$ cat src/hw/mc_pkg.sv
// Purpose: shared constants for the microcore wait / spi write / xor execution block
// Assumes: one core clock, asynchronous active-low reset
// Notes:   opcode codes on the instruction port are local choices of this block
`default_nettype none

package mc_pkg;
  // ----------------------------------------------------------------
  // widths and sizes
  // ----------------------------------------------------------------
  localparam int WAIT_ROWS  = 5;   // rows in the wait table
  localparam int ROW_IDX_W  = 3;   // row index width (rows 0..4 internally)
  localparam int PC_W       = 10;  // program counter width
  localparam int DATA_W     = 16;  // alu data width
  localparam int ALU_REGS   = 4;   // registers in the alu operand set
  localparam int ALU_SEL_W  = 2;   // first operand field width
  localparam int COND_N     = 8;   // wait conditions offered to the table
  localparam int COND_SEL_W = 3;   // condition selector width per row
  localparam int SPI_ADDR_W = 10;  // backdoor address width

  // ----------------------------------------------------------------
  // values
  // ----------------------------------------------------------------
  localparam logic [WAIT_ROWS-1:0] WAIT_NONE     = 5'h00;      // no row enabled
  localparam logic [DATA_W-1:0]    MASK_ALL_ZERO = 16'h0000;   // all-zero result
  localparam logic [DATA_W-1:0]    MASK_ALL_ONES = 16'hffff;   // all-ones result
  localparam logic [PC_W-1:0]      PC_RESET      = 10'h000;    // pc after reset
  localparam logic [PC_W-1:0]      PC_STEP       = 10'h001;    // pc increment

  // ----------------------------------------------------------------
  // instruction codes on the instruction port
  // ----------------------------------------------------------------
  localparam logic [1:0] OP_NOP   = 2'h0;  // anything else, just advance
  localparam logic [1:0] OP_WAIT  = 2'h1;  // wait on selected rows
  localparam logic [1:0] OP_WRSPI = 2'h2;  // backdoor write request
  localparam logic [1:0] OP_XOR   = 2'h3;  // xor operand with immediate mask

  // core sequencing
  typedef enum logic {ST_RUN, ST_WAIT} core_state_t;
endpackage

`default_nettype wire

$ cat src/hw/microcore_exec.sv
// Purpose: execution of wait, spi backdoor write request and xor-mask instructions
// Assumes: one instruction offered per cycle at PC; loads stand in for other instructions
// Notes:   all outputs are registered; instructions are ignored while waiting
`default_nettype none

module microcore_exec (
  input  wire logic                          CLK,          // core clock, 25 MHz
  input  wire logic                          NRST,         // async reset, low
  input  wire logic                          INSTR_VALID,  // instruction offered
  input  wire logic [1:0]                    INSTR_OP,     // instruction code
  input  wire logic [mc_pkg::WAIT_ROWS-1:0]  INSTR_ARG,    // row select / operand
  input  wire logic                          ROW_WR,       // wait row setup strobe
  input  wire logic [mc_pkg::ROW_IDX_W-1:0]  ROW_IDX,      // row 0..4
  input  wire logic [mc_pkg::COND_SEL_W-1:0] ROW_COND,     // row condition select
  input  wire logic [mc_pkg::PC_W-1:0]       ROW_DEST,     // row destination
  input  wire logic [mc_pkg::COND_N-1:0]     COND,         // live wait conditions
  input  wire logic                          IMM_LD,       // load immediate mask
  input  wire logic [mc_pkg::DATA_W-1:0]     IMM_IN,       // immediate mask value
  input  wire logic                          ALU_LD,       // load an alu register
  input  wire logic [mc_pkg::ALU_SEL_W-1:0]  ALU_LD_SEL,   // which alu register
  input  wire logic [mc_pkg::DATA_W-1:0]     ALU_LD_DATA,  // value to load
  input  wire logic [mc_pkg::ALU_SEL_W-1:0]  ALU_RD_SEL,   // register to observe
  input  wire logic                          SPI_ADDR_LD,  // load target address
  input  wire logic [mc_pkg::SPI_ADDR_W-1:0] SPI_ADDR_IN,  // target address value
  input  wire logic                          SPI_DATA_LD,  // load write value
  input  wire logic [mc_pkg::DATA_W-1:0]     SPI_DATA_IN,  // write value
  output logic [mc_pkg::PC_W-1:0]            PC,           // program counter
  output logic                               WAITING,      // stalled in wait
  output logic                               SPI_BUSY,     // write in first cycle
  output logic                               SPI_WR_STB,   // write completes
  output logic [mc_pkg::SPI_ADDR_W-1:0]      SPI_WR_ADDR,  // write address
  output logic [mc_pkg::DATA_W-1:0]          SPI_WR_DATA,  // write data
  output logic                               SPI_WR_FAIL,  // write was corrupted
  output logic                               MASK_ZERO,    // all-zero flag
  output logic                               MASK_ONES,    // all-ones flag
  output logic [mc_pkg::DATA_W-1:0]          ALU_RD_DATA   // observed alu register
);
  // ----------------------------------------------------------------
  // state
  // ----------------------------------------------------------------
  mc_pkg::core_state_t          state;           // run or wait
  logic [mc_pkg::WAIT_ROWS-1:0] wait_row_select; // latched row select
  logic [mc_pkg::DATA_W-1:0]    alu_operand_set [mc_pkg::ALU_REGS]; // operand regs
  logic [mc_pkg::DATA_W-1:0]    alu_immediate_mask_reg;             // xor mask
  logic [mc_pkg::SPI_ADDR_W-1:0] spi_addr;       // target-address register
  logic [mc_pkg::DATA_W-1:0]    spi_data;        // write-value register
  logic [mc_pkg::SPI_ADDR_W-1:0] cap_addr;       // address sampled at issue
  logic [mc_pkg::DATA_W-1:0]    cap_data;        // data sampled at issue
  logic                         wt_hit;          // wait table satisfied
  logic [mc_pkg::PC_W-1:0]      wt_dest;         // destination of winner

  // ----------------------------------------------------------------
  // decode
  // ----------------------------------------------------------------
  logic                         accept;          // instruction taken this cycle
  logic                         do_wait;         // wait issued
  logic                         do_spi;          // write request issued
  logic                         do_xor;          // xor issued
  logic [mc_pkg::ALU_SEL_W-1:0] first_operand_field; // xor operand select
  logic [mc_pkg::DATA_W-1:0]    xor_result;      // result of the xor

  // decoding is used for three opcodes, so keep it in one place
  function automatic logic is_op(input logic [1:0] op, input logic [1:0] code);
    return op == code;
  endfunction

  assign accept              = INSTR_VALID && (state == mc_pkg::ST_RUN);
  assign do_wait             = accept && is_op(INSTR_OP, mc_pkg::OP_WAIT);
  assign do_spi              = accept && is_op(INSTR_OP, mc_pkg::OP_WRSPI);
  assign do_xor              = accept && is_op(INSTR_OP, mc_pkg::OP_XOR);
  assign first_operand_field = INSTR_ARG[mc_pkg::ALU_SEL_W-1:0];
  assign xor_result = alu_operand_set[first_operand_field] ^ alu_immediate_mask_reg;

  // ----------------------------------------------------------------
  // wait table
  // ----------------------------------------------------------------
  wait_table i_wait_table (
    .clk        (CLK),
    .nrst       (NRST),
    .row_wr     (ROW_WR),
    .row_idx    (ROW_IDX),
    .row_cond   (ROW_COND),
    .row_dest   (ROW_DEST),
    .cond       (COND),
    .row_select (wait_row_select),
    .hit        (wt_hit),
    .hit_dest   (wt_dest)
  );

  // ----------------------------------------------------------------
  // sequencing and program counter
  // ----------------------------------------------------------------
  // a wait always parks for at least one cycle; an all-zero select never hits
  always_ff @(posedge CLK or negedge NRST) begin
    if (!NRST) begin
      state           <= mc_pkg::ST_RUN;
      wait_row_select <= mc_pkg::WAIT_NONE;
      PC              <= mc_pkg::PC_RESET;
      WAITING         <= 1'b0;
    end else begin
      case (state)
        mc_pkg::ST_RUN: begin
          if (do_wait) begin
            state           <= mc_pkg::ST_WAIT;
            wait_row_select <= INSTR_ARG;
            WAITING         <= 1'b1;
          end else if (accept) begin
            PC <= PC + mc_pkg::PC_STEP;
          end
        end
        mc_pkg::ST_WAIT: begin
          if (wt_hit) begin
            PC              <= wt_dest;
            state           <= mc_pkg::ST_RUN;
            WAITING         <= 1'b0;
            wait_row_select <= mc_pkg::WAIT_NONE;
          end
        end
        default: begin
          state   <= mc_pkg::ST_RUN;
          WAITING <= 1'b0;
        end
      endcase
    end
  end

  // ----------------------------------------------------------------
  // alu registers, immediate mask and flags
  // ----------------------------------------------------------------
  // xor overrides any same-cycle load, even of another register
  always_ff @(posedge CLK or negedge NRST) begin
    if (!NRST) begin
      for (int i = 0; i < mc_pkg::ALU_REGS; i++) begin
        alu_operand_set[i] <= '0;
      end
    end else if (do_xor) begin
      alu_operand_set[first_operand_field] <= xor_result;
    end else if (ALU_LD) begin
      alu_operand_set[ALU_LD_SEL] <= ALU_LD_DATA;
    end
  end

  // immediate mask loaded by other instructions
  always_ff @(posedge CLK or negedge NRST) begin
    if (!NRST) begin
      alu_immediate_mask_reg <= '0;
    end else if (IMM_LD) begin
      alu_immediate_mask_reg <= IMM_IN;
    end
  end

  // flags are rewritten by every xor, so a miss clears them
  always_ff @(posedge CLK or negedge NRST) begin
    if (!NRST) begin
      MASK_ZERO <= 1'b0;
      MASK_ONES <= 1'b0;
    end else if (do_xor) begin
      MASK_ZERO <= (xor_result == mc_pkg::MASK_ALL_ZERO);
      MASK_ONES <= (xor_result == mc_pkg::MASK_ALL_ONES);
    end
  end

  // observation copy of one alu register
  always_ff @(posedge CLK or negedge NRST) begin
    if (!NRST) begin
      ALU_RD_DATA <= '0;
    end else begin
      ALU_RD_DATA <= alu_operand_set[ALU_RD_SEL];
    end
  end

  // ----------------------------------------------------------------
  // spi backdoor write
  // ----------------------------------------------------------------
  // address and value registers, loaded by earlier instructions
  always_ff @(posedge CLK or negedge NRST) begin
    if (!NRST) begin
      spi_addr <= '0;
      spi_data <= '0;
    end else begin
      if (SPI_ADDR_LD) begin
        spi_addr <= SPI_ADDR_IN;
      end
      if (SPI_DATA_LD) begin
        spi_data <= SPI_DATA_IN;
      end
    end
  end

  // cycle one samples the registers; cycle two completes the write.
  // a load during cycle two is the following instruction touching them,
  // and the write then carries the disturbed value and is flagged.
  always_ff @(posedge CLK or negedge NRST) begin
    if (!NRST) begin
      SPI_BUSY    <= 1'b0;
      SPI_WR_STB  <= 1'b0;
      SPI_WR_ADDR <= '0;
      SPI_WR_DATA <= '0;
      SPI_WR_FAIL <= 1'b0;
      cap_addr    <= '0;
      cap_data    <= '0;
    end else begin
      SPI_BUSY   <= do_spi;
      SPI_WR_STB <= SPI_BUSY;
      if (do_spi) begin
        cap_addr <= spi_addr;
        cap_data <= spi_data;
      end
      if (SPI_BUSY) begin
        SPI_WR_FAIL <= SPI_ADDR_LD || SPI_DATA_LD;
        SPI_WR_ADDR <= SPI_ADDR_LD ? SPI_ADDR_IN : cap_addr;
        SPI_WR_DATA <= SPI_DATA_LD ? (SPI_DATA_IN ^ cap_data) : cap_data;
      end
    end
  end

  // ----------------------------------------------------------------
  // checks
  // ----------------------------------------------------------------
  a_wait_none_stalls: assert property (@(posedge CLK) disable iff (!NRST)
    (WAITING && wait_row_select == mc_pkg::WAIT_NONE) |=> WAITING && $stable(PC))
    else $error("empty row select left the wait");

  a_wait_pc_hold: assert property (@(posedge CLK) disable iff (!NRST)
    (state == mc_pkg::ST_WAIT && !wt_hit) |=> $stable(PC) && WAITING)
    else $error("pc moved during wait");

  a_wait_jump_dest: assert property (@(posedge CLK) disable iff (!NRST)
    (state == mc_pkg::ST_WAIT && wt_hit) |=> PC == $past(wt_dest) && !WAITING)
    else $error("wait did not jump to row destination");

  a_spi_two_cycles: assert property (@(posedge CLK) disable iff (!NRST)
    do_spi |=> SPI_BUSY ##1 SPI_WR_STB)
    else $error("spi write not complete after two cycles");

  a_spi_addr_src: assert property (@(posedge CLK) disable iff (!NRST)
    (do_spi ##1 !SPI_ADDR_LD) |=> SPI_WR_ADDR == $past(spi_addr, 2))
    else $error("spi write address not from address register");

  a_spi_data_src: assert property (@(posedge CLK) disable iff (!NRST)
    (do_spi ##1 (!SPI_DATA_LD && !SPI_ADDR_LD)) |=> SPI_WR_DATA == $past(spi_data, 2)
      && !SPI_WR_FAIL)
    else $error("spi write data not from value register");

  a_spi_change_fail: assert property (@(posedge CLK) disable iff (!NRST)
    (do_spi ##1 (SPI_ADDR_LD || SPI_DATA_LD)) |=> SPI_WR_FAIL && SPI_WR_STB)
    else $error("register change after request not flagged");

  a_xor_result: assert property (@(posedge CLK) disable iff (!NRST)
    do_xor |=> alu_operand_set[$past(first_operand_field)] == $past(xor_result))
    else $error("xor result not written to operand");

  a_flag_zero: assert property (@(posedge CLK) disable iff (!NRST)
    do_xor |=> MASK_ZERO == ($past(xor_result) == mc_pkg::MASK_ALL_ZERO))
    else $error("all-zero flag wrong after xor");

  a_flag_ones: assert property (@(posedge CLK) disable iff (!NRST)
    do_xor |=> MASK_ONES == ($past(xor_result) == mc_pkg::MASK_ALL_ONES))
    else $error("all-ones flag wrong after xor");
endmodule

`default_nettype wire

$ cat src/hw/wait_table.sv
// Purpose: five-row wait table, each row a condition selector and a destination
// Assumes: rows are written by the wait-row setup instructions through row_wr
// Notes:   lowest enabled satisfied row wins when several fire together
`default_nettype none

module wait_table (
  input  wire logic                          clk,        // core clock
  input  wire logic                          nrst,       // async reset, low
  input  wire logic                          row_wr,     // write one row
  input  wire logic [mc_pkg::ROW_IDX_W-1:0]  row_idx,    // row index 0..4
  input  wire logic [mc_pkg::COND_SEL_W-1:0] row_cond,   // condition selector
  input  wire logic [mc_pkg::PC_W-1:0]       row_dest,   // jump destination
  input  wire logic [mc_pkg::COND_N-1:0]     cond,       // live conditions
  input  wire logic [mc_pkg::WAIT_ROWS-1:0]  row_select, // enabled rows
  output logic                               hit,        // some row satisfied
  output logic [mc_pkg::PC_W-1:0]            hit_dest    // winning destination
);
  // ----------------------------------------------------------------
  // row storage
  // ----------------------------------------------------------------
  logic [mc_pkg::COND_SEL_W-1:0] cond_sel [mc_pkg::WAIT_ROWS]; // per-row condition
  logic [mc_pkg::PC_W-1:0]       dest     [mc_pkg::WAIT_ROWS]; // per-row destination
  logic [mc_pkg::WAIT_ROWS-1:0]  row_true;                     // row condition now true

  genvar g;
  generate
    for (g = 0; g < mc_pkg::WAIT_ROWS; g++) begin : g_row
      // each row keeps condition and destination until rewritten
      always_ff @(posedge clk or negedge nrst) begin
        if (!nrst) begin
          cond_sel[g] <= '0;
          dest[g]     <= '0;
        end else if (row_wr && int'(row_idx) == g) begin
          cond_sel[g] <= row_cond;
          dest[g]     <= row_dest;
        end
      end
      assign row_true[g] = cond[cond_sel[g]];
    end
  endgenerate

  // ----------------------------------------------------------------
  // row select and priority
  // ----------------------------------------------------------------
  // scan downward so the lowest row is the last to overwrite
  always_comb begin
    hit      = 1'b0;
    hit_dest = '0;
    for (int i = mc_pkg::WAIT_ROWS - 1; i >= 0; i--) begin
      if (row_select[i] && row_true[i]) begin
        hit      = 1'b1;
        hit_dest = dest[i];
      end
    end
  end

  a_hit_enabled: assert property (@(posedge clk) disable iff (!nrst)
    hit |-> ((row_select & row_true) != '0))
    else $error("wait hit without an enabled satisfied row");

  a_lowest_wins: assert property (@(posedge clk) disable iff (!nrst)
    (row_select[0] && row_true[0]) |-> hit_dest == dest[0])
    else $error("row 1 did not take priority");
endmodule

`default_nettype wire
$ cat config.mk
export PLATFORM = sky130hd
export DESIGN_NAME = microcore_exec
export DESIGN_NICKNAME = d
export VERILOG_FILES = /design/src/hw/mc_pkg.sv /design/src/hw/microcore_exec.sv /design/src/hw/wait_table.sv
export SDC_FILE = /design/constraint.sdc
export NUM_CORES = 1
export LEC_CHECK = 0
export BUFFER_PORTS_ARGS = -buffer_cell sky130_fd_sc_hd__buf_2
export CORE_ASPECT_RATIO = 0.7
export CORE_MARGIN = 1
export CORE_UTILIZATION = 55
export DETAILED_ROUTE_END_ITERATION = 6
export GPL_ROUTABILITY_DRIVEN = 0
export HOLD_SLACK_MARGIN = 0.1
export PLACE_DENSITY_LB_ADDON = 0.25
export REMOVE_ABC_BUFFERS = 1
export SYNTH_ARGS = -nofsm -noshare
export SYNTH_HDL_FRONTEND = slang
export SYNTH_SLANG_ARGS = --single-unit
$ cat constraint.sdc
create_clock -name CLK -period 2.5 [get_ports CLK]
set_input_delay 0.25 -clock CLK [delete_from_list [all_inputs] [get_ports CLK]]
set_output_delay 0.25 -clock CLK [all_outputs]
set_load 0.02 [all_outputs]
==> impl_metrics.json, run 1 <==
{
  "r2r-end": "PC[1]$_DFFE_PN0P_",
  "start_util_pct": 56.9,
  "cts_tree": "yes",
  "arrival_ns": 2.79,
  "r2r_start": "i_wait_table.cond_sel[9]$_DFFE_PN0P_",
  "grt_max_degree": 81,
  "dr.pass1.iters": 5,
  "setup_viol": 0,
  "hold_depth": 4,
  "maxClockFrequency_ghz": 0.420,
  "final_common_cell": "dfrtp_1",
  "numCtsBuffers": 25,
  "finalWirelength_mm": 31.3,
  "ys_types": 57,
  "fp.dieH_um": 125,
  "leakage_nw": 6.68,
  "total_power_w": 0.0146,
  "syn_avg_cell_area_um2": 12.4,
  "vias": 9205,
  "status": "finished, final reports clean",
  "grt.overflow.total": 0,
  "layout.nets": 1340,
  "first_iter_violations": 881,
  "viasPerCell": 6.02,
  "clk_pin_slew_ns": 0.07,
  "layout_common_cells": "dfrtp_1, buf_2, mux2_2",
  "largest_register_ffs": 64,
  "die_area_um2": 22400,
  "synth.top_cell.area_share_pct": 54.6,
  "finalHoldViolations": 0,
  "crit_type": "flop to flop",
  "end_kind": "flop",
  "seq_area_um2": 6530,
  "min_path_type": "primary input to flop",
  "tightest_slew_ns": 0.650,
  "clk_latency_ns": 0.52,
  "hold_start": "ALU_LD_SEL[0]",
  "htreeDepth": 1,
  "synth_edf_count": 0,
  "skew_ns": 0.0258,
  "ys_ff_latch": 261,
  "multi_input_area_um2": 5190,
  "synth_area_um2": 12000,
  "ys_async_sr_fraction_pct": 100,
  "startpoint_type": "flop",
  "r2r_slack_ns": 0.12,
  "ys.warnings.count": 0,
  "grt.total_usage_pct": 28.5,
  "die_x_um": 178,
  "slew_headroom_pct": 56.6,
  "finalMaxSlewViolations": 0,
  "yosysSeqAreaShare_pct": 54.6,
  "drtAntennaViolNets": 0,
  "layout-area-overhead-vs-synth_pct": 25.4,
  "drc_errors": 0,
  "largestRegisters": "alu_operand_set x64, i_wait_table.dest x50",
  "antenna_cells": 0,
  "clock_sinks": 261,
  "fillers": 1507,
  "post_drt_wl_per_cell_um": 20.5,
  "yosys.area.top_type": "dfrtp_1",
  "crit_path_max_fanout": 4,
  "power_density_nw_per_um2": 975,
  "dp_hpwl_mm": 20.6,
  "cts_root_buf": "clkbuf_16",
  "period_share_pct": 95.3,
  "r2r.worst_path.cells": 8,
  "ios": 159,
  "core-area_um2": 21000,
  "cts_buffer_depth": 3,
  "grt_pass1_vias": 9166,
  "maxCapViolCount": 0,
  "drive_gt1_share_pct": 34.6,
  "antenna_found_initial": 0,
  "hold_ws_ns": 0.142,
  "min_period_ns": 2.38,
  "synth-main-ff-cell": "dfrtp_1",
  "top_register": "alu_operand_set",
  "synth.top_cells.by_area": "dfrtp_1, mux2_2, mux4_2, a221o_1, nor2_1",
  "port_buffers": 158,
  "required_ns": 2.91,
  "row_count": 44,
  "ir_drop_mv": 0.553,
  "grt_pass1_wl_mm": 49.7,
  "whs_endpoint": "alu_operand_set[56]$_DFFE_PN0P_",
  "synthCells": 964
}
layer usage:
metal  up-vias  share of wire [%]  track usage, %
li1       4134                  -               -
met1      4551                 45            43.0
met2       460                 44            42.3
met3        60                9.4            6.05
met4         0                2.0            6.93
met5         -                  0               0
Yosys cell counts (20+ instances only):
| cell | n |
|---|---|
| o21ai_0 | 43 |
| a221o_1 | 35 |
| inv_1 | 22 |
| clkbuf_1 | 39 |
| a21oi_1 | 38 |
| mux4_2 | 37 |
| a22oi_1 | 20 |
| nand2_1 | 70 |
| dfrtp_1 | 261 |
| nand3_1 | 23 |
| mux2_2 | 118 |
| nor2_1 | 81 |
what timing repair did:
action | CTS | global route
gates resized for setup | 0 | 7
endpoints found under the setup margin | 0 | 9
endpoints found under the hold margin | 259 | 0
hold buffers | 76 | 0
setup buffers | 0 | 3
worst max-delay path by stage:
stage,cells after the start,startpoint,endpoint,slack [ns]
2_1_floorplan,6,state$_DFF_PN0_,alu_operand_set[48]$_DFFE_PN0P_,-0.59
3_3_place_gp,8,i_wait_table.cond_sel[9]$_DFFE_PN0P_,PC[1]$_DFFE_PN0P_,0.11
3_5_place_dp,7,i_wait_table.cond_sel[14]$_DFFE_PN0P_,PC[5]$_DFFE_PN0P_,0.05
4_1_cts,7,i_wait_table.cond_sel[13]$_DFFE_PN0P_,PC[1]$_DFFE_PN0P_,0.03
5_1_grt,7,i_wait_table.cond_sel[13]$_DFFE_PN0P_,PC[5]$_DFFE_PN0P_,-0.01
6_report,8,i_wait_table.cond_sel[9]$_DFFE_PN0P_,PC[1]$_DFFE_PN0P_,0.12
power by group:
part | internal (W) | leakage, nW | switching (W)
Clock | 0.00206 | 0.377 | 0.00155
Combinational | 0.00225 | 3.16 | 0.00251
Sequential | 0.00543 | 3.14 | 0.000835
Total | 0.00974 | 6.68 | 0.00490
kinds of logic (layout without fill, tap and decap cells):
logic type                 count (synthesis)  count (layout)  share of synthesized area, %
DFF                                      261             261                          54.6
and+or+nand+nor                          220             220                          8.33
AOI/OAI and AO/OA                        204             204                          12.4
muxes                                    171             171                          19.7
buffers and inverters                     73             362                          2.45
xor gates and xnor gates                  34              34                          2.49
adders and majority gates                  1               1                         0.105
metrics by stage:
stage | cell area (um^2) | TNS, ns | cells | worst slack, ns | util (%)
after CTS | 15000 | 0 | 1526 | 0.0301 | 71.1
after detailed placement | 13400 | 0 | 1408 | 0.0519 | 63.9
after floorplan | 11800 | -16.42 | 913 | -0.590 | -
final | 15000 | 0 | 1529 | 0.117 | 71.4
after global placement | 13400 | 0 | 1408 | 0.107 | 63.9
after global routing | 15000 | -0.00963 | 1529 | -0.00963 | 71.4
critical path: stages (launching register included):
cell and delay [ns]:
dfrtp_1 0.42, mux4_2 0.51, mux2i_1 0.18, buf_4 0.17, nand2b_4 0.13, nor2_2 0.06, a221o_1 0.31, a221o_1 0.26
a32o_1 0.24
cell type report:
type | instances | area share (%)
clock inverters | 5 | 0.359
clock buffers | 37 | 4.74
flip-flops and latches | 261 | 43.5
repair buffers | 298 | 13.9
multi-input cells | 630 | 34.6
well taps | 276 | 2.30
inverters | 22 | 0.550
Power figures use the tool's default switching activity.
==> run 2, diff against run 1 <==
Settings changed: CTS_BUF_LIST set to sky130_fd_sc_hd__clkbuf_8, SETUP_SLACK_MARGIN set to 0.05.
==> impl_metrics.json, run 2 (same netlist as run 1, synthesis figures left out) <==
{
  "status": "finished, final reports clean",
  "top_register": "alu_operand_set",
  "clk_latency_ns": 0.54,
  "maxCapViolCount": 0,
  "crit_path_max_fanout": 6,
  "dp_hpwl_mm": 20.6,
  "core-area_um2": 21000,
  "first_iter_violations": 871,
  "drc_errors": 0,
  "crit_path_frequent_cell": "nor2_1",
  "ir_drop_mv": 0.583,
  "finalWirelength_mm": 31.4,
  "grt_pass1_wl_mm": 50.3,
  "crit_type": "flop to flop",
  "post_drt_wl_per_cell_um": 20.1,
  "cts_buffer_depth": 3,
  "layout-area-overhead-vs-synth_pct": 25.7,
  "grt.overflow.total": 0,
  "largestRegisters": "alu_operand_set x64, i_wait_table.dest x50",
  "grt_pass1_vias": 9268,
  "maxClockFrequency_ghz": 0.412,
  "cp_cell_sequence": "mux4_2 -> nor2_1 -> a311oi_4 -> buf_4 -> nor3_4 -> nor2_1 -> nor2_1 -> o32a_1",
  "drive_gt1_share_pct": 35.6,
  "final_common_cell": "dfrtp_1",
  "htreeDepth": 2,
  "viasPerCell": 5.94,
  "grt.total_usage_pct": 29.0,
  "min_path_type": "primary input to flop",
  "dr.pass1.iters": 5,
  "tightest_slew_ns": 0.658,
  "utilization_pct": 71.5,
  "layout.nets": 1360,
  "total_power_w": 0.0144,
  "cts_root_buf": "clkbuf_8",
  "arrival_ns": 2.84,
  "power_density_nw_per_um2": 958,
  "fp.dieH_um": 125,
  "leakage_nw": 6.76,
  "drtAntennaViolNets": 0,
  "finalHoldViolations": 0,
  "cp_top_family": "compound AO/OA/AOI/OAI gates",
  "port_buffers": 158,
  "required_ns": 2.91,
  "grt_max_degree": 81,
  "layout_common_cells": "dfrtp_1, buf_2, mux2_2",
  "start_util_pct": 56.9,
  "largest_register_ffs": 64,
  "finalMaxSlewViolations": 0,
  "slew_headroom_pct": 56.1,
  "crit_buf_inv": 1,
  "die_area_um2": 22400,
  "die_x_um": 178,
  "clock_sinks": 261,
  "clk_pin_slew_ns": 0.07,
  "antenna_found_initial": 0,
  "antenna_cells": 0,
  "min_period_ns": 2.43,
  "period_share_pct": 97.1,
  "end_kind": "flop",
  "setup_viol": 0,
  "rsz0062_at_grt": "true",
  "cts_tree": "yes",
  "vias": 9270,
  "slowest_stage": "dfrtp_2",
  "ios": 159,
  "skew_ns": 0.0269,
  "slowest_delay_ns": 0.44,
  "startpoint_type": "flop",
  "row_count": 44,
  "numCtsBuffers": 40
}
==> run 2: changes by cell type in the layout (fill, tap and decap cells not counted), sizes merged <==
cell,before,now
buf,222,225
inv,23,41
clkbuf,37,44
clkinvlp,0,2
dlygate4sd3,76,78
==> run 2: path summary, 6_finish.rpt <==
check	slack (ns)	cells after the start	end	startpoint
setup / recovery	0.07	8	PC[5]$_DFFE_PN0P_	i_wait_table.cond_sel[0]$_DFFE_PN0P_
hold / removal	0.22	3	SPI_BUSY$_DFF_PN0_	INSTR_OP[0]
setup reg to reg	0.07	8	PC[5]$_DFFE_PN0P_	i_wait_table.cond_sel[0]$_DFFE_PN0P_
hold reg to reg	0.49	1	WAITING$_DFFE_PN0P_	WAITING$_DFFE_PN0P_
max in group asynchronous	1.41	3	SPI_WR_DATA[11]$_DFFE_PN0P_	NRST
min in group asynchronous	0.31	2	cap_data[0]$_DFFE_PN0P_	NRST
==> run 2: cell type report <==
cell class / count / area [um^2]
clock buffers: 44 / 606
clock inverters: 25 / 131
fillers: 1502 / 5990
inverters: 22 / 82.6
multi-input cells: 630 / 5210
flip-flops and latches: 261 / 6530
well taps: 276 / 345
repair buffers: 303 / 2140
==> run 2: metrics by stage <==
stage | worst slack [ns] | std cells | setup TNS (ns) | hold WS, ns | area [um^2]
detailed placement | 0.0519 | 1408 | 0 | 0.288 | 13400
finish | 0.0716 | 1561 | 0 | 0.224 | 15000
global placement | 0.107 | 1408 | 0 | 0.282 | 13400
global route | -0.00163 | 1561 | -0.00163 | 0.219 | 15000
CTS | 0.0441 | 1555 | 0 | 0.184 | 15000
floorplan | -0.590 | 913 | -16.42 | -0.0456 | 11800
==> run 2: worst register-to-register path: cells and delay by family (launching register included) <==
kind	cells	cell delay, ns
and+or+nand+nor	4	0.60
muxes	1	0.34
DFF	1	0.44
AOI/OAI and AO/OA	2	0.77
buffers and inverters	1	0.20
==> run 2: routing by layer <==
metal	track usage [%]	up-vias	part of all wire [%]
met4	7.68	0	1.7
met1	43.9	4596	45
li1	-	4172	-
met3	6.69	48	9.5
met5	0	-	0
met2	42.3	454	44
==> run 2: where the power goes <==
group | switching, W | internal, W
sequential | 0.000841 | 0.00543
clock | 0.00162 | 0.00171
combinational | 0.00253 | 0.00228
total | 0.00499 | 0.00943
==> run 2: what timing repair did <==
item	in CTS	in global routing
hold buffers	78	0
setup endpoints to repair	2	15
pin swaps	0	1
setup buffers	0	6
hold endpoints to repair	265	0
gates resized for setup	2	14
==> run 3, diff against run 2 <==
Settings changed: HOLD_SLACK_MARGIN 0.1 to 0.05.
Clock period 2.5 ns to 2.9 ns, I/O delays scaled along.
==> impl_metrics.json, run 3 (same netlist as run 1, synthesis figures left out) <==
{
  "status": "finished, final reports clean",
  "cts_buffer_depth": 3,
  "power_density_nw_per_um2": 831,
  "startpoint_type": "flop",
  "layout.nets": 1335,
  "first_iter_violations": 807,
  "arrival_ns": 2.97,
  "dp_hpwl_mm": 20.5,
  "p_int_w": 0.00806,
  "crit_path_max_fanout": 12,
  "min_path_type": "primary input to flop",
  "largest_register_ffs": 64,
  "viasPerCell": 5.95,
  "p_sw_share_pct": 34.3,
  "die_x_um": 178,
  "finalWirelength_mm": 30.8,
  "largestRegisters": "alu_operand_set x64, i_wait_table.dest x50",
  "pwr-share-seq_pct": 43.9,
  "start_util_pct": 56.9,
  "cts_setup_buffers": 0,
  "finalHoldViolations": 0,
  "drtAntennaViolNets": 0,
  "grt_pass1_vias": 9008,
  "setup_viol": 0,
  "maxClockFrequency_ghz": 0.391,
  "total_power_w": 0.0123,
  "rsz0062_at_grt": "false",
  "clk_latency_ns": 0.54,
  "htreeDepth": 2,
  "core-area_um2": 21000,
  "die_area_um2": 22400,
  "ios": 159,
  "drive_gt1_share_pct": 34.3,
  "layout-area-overhead-vs-synth_pct": 23.3,
  "numCtsBuffers": 40,
  "instances_no_fill": 1537,
  "layout_common_cells": "dfrtp_1, buf_2, mux2_2",
  "maxCapViolCount": 0,
  "antenna_found_initial": 2,
  "fp.dieH_um": 125,
  "slew_headroom_pct": 28.4,
  "port_buffers": 158,
  "row_count": 44,
  "end_kind": "flop",
  "cts_tree": "yes",
  "grt.overflow.total": 0,
  "required_ns": 3.31,
  "post_drt_wl_per_cell_um": 20.1,
  "dp_cells": 1399,
  "leakage_nw": 6.63,
  "p_switching_w": 0.00421,
  "pwr-share-clk_pct": 23.7,
  "tightest_slew_ns": 1.07,
  "finalMaxSlewViolations": 0,
  "grt_max_degree": 89,
  "combPwrFrac_pct": 32.3,
  "period_share_pct": 88.1,
  "vias": 9145,
  "min_period_ns": 2.55,
  "skew_ns": 0.0187,
  "drc_errors": 0,
  "crit_type": "flop to flop",
  "grt.total_usage_pct": 28.4,
  "cts_root_buf": "clkbuf_8",
  "ir_drop_mv": 0.420,
  "final_common_cell": "dfrtp_1",
  "clk_pin_slew_ns": 0.06,
  "clock_sinks": 261,
  "cts_resized": 0,
  "dr.pass1.iters": 5,
  "top_register": "alu_operand_set",
  "grt_pass1_wl_mm": 48.7
}
## run 3: final cells by class
cell class,count,area (um^2)
flip-flops and latches,261,6530
fillers,1514,6270
multi-input cells,630,5160
repair buffers,278,1880
clock buffers,46,633
well taps,276,345
clock inverters,22,119
inverters,22,82.6
diodes,2,5.00
## run 3: per-stage QoR
step	instance area (um^2)	util, %	setup WS [ns]	hold slack (ns)	TNS, ns
final	14800	70.2	0.345	0.0849	0
after global routing	14800	70.2	0.204	0.0668	0
after CTS	14800	70.2	0.381	0.0564	0
after detailed placement	13300	63.4	0.302	0.347	0
after global placement	13300	63.4	0.295	0.341	0
after floorplan	11800	-	-0.190	-0.00559	-2.42
## run 3: worst paths after layout
kind	depth (start not counted)	startpoint	slack, ns	to
max in group asynchronous	3	NRST	1.70	alu_immediate_mask_reg[6]$_DFFE_PN0P_
setup / recovery	7	i_wait_table.cond_sel[13]$_DFFE_PN0P_	0.35	PC[7]$_DFFE_PN0P_
min in group asynchronous	2	NRST	0.32	i_wait_table.cond_sel[7]$_DFFE_PN0P_
hold / removal	3	ALU_LD_DATA[10]	0.08	alu_operand_set[58]$_DFFE_PN0P_
hold reg to reg	1	WAITING$_DFFE_PN0P_	0.48	WAITING$_DFFE_PN0P_
setup reg to reg	7	i_wait_table.cond_sel[13]$_DFFE_PN0P_	0.35	PC[7]$_DFFE_PN0P_
## run 3: repair_timing
| item | 4_1_cts | 5_1_grt |
|---|---|---|
| setup endpoints to repair | 0 | 0 |
| endpoints found under the hold margin | 199 | 0 |
| hold buffers | 68 | 0 |
## run 3: metal layers
metal  track usage [%]  routed length, um
met4              8.67                645
met5                 0                  0
met1              43.3              14000
met2              39.6              13000
met3              7.60               3130
## run 3: power groups by stage
stage | logic, W | registers, W | clock network, W
floorplan | 0.00212 | 0.00567 | 0
CTS | 0.00395 | 0.00537 | 0.00298
finish | 0.00397 | 0.00539 | 0.00291
global placement | 0.00379 | 0.00539 | 0
detailed placement | 0.00387 | 0.00543 | 0
global route | 0.00430 | 0.00552 | 0.00315
## run 3: worst max-delay path, cell delays in order (launching register included)
cell	delay, ns
dfrtp_1	0.41
mux4_2	0.52
o22ai_1	0.33
o221ai_2	0.20
nor3_4	0.36
or2b_4	0.30
o21ai_0	0.13
o32a_1	0.19
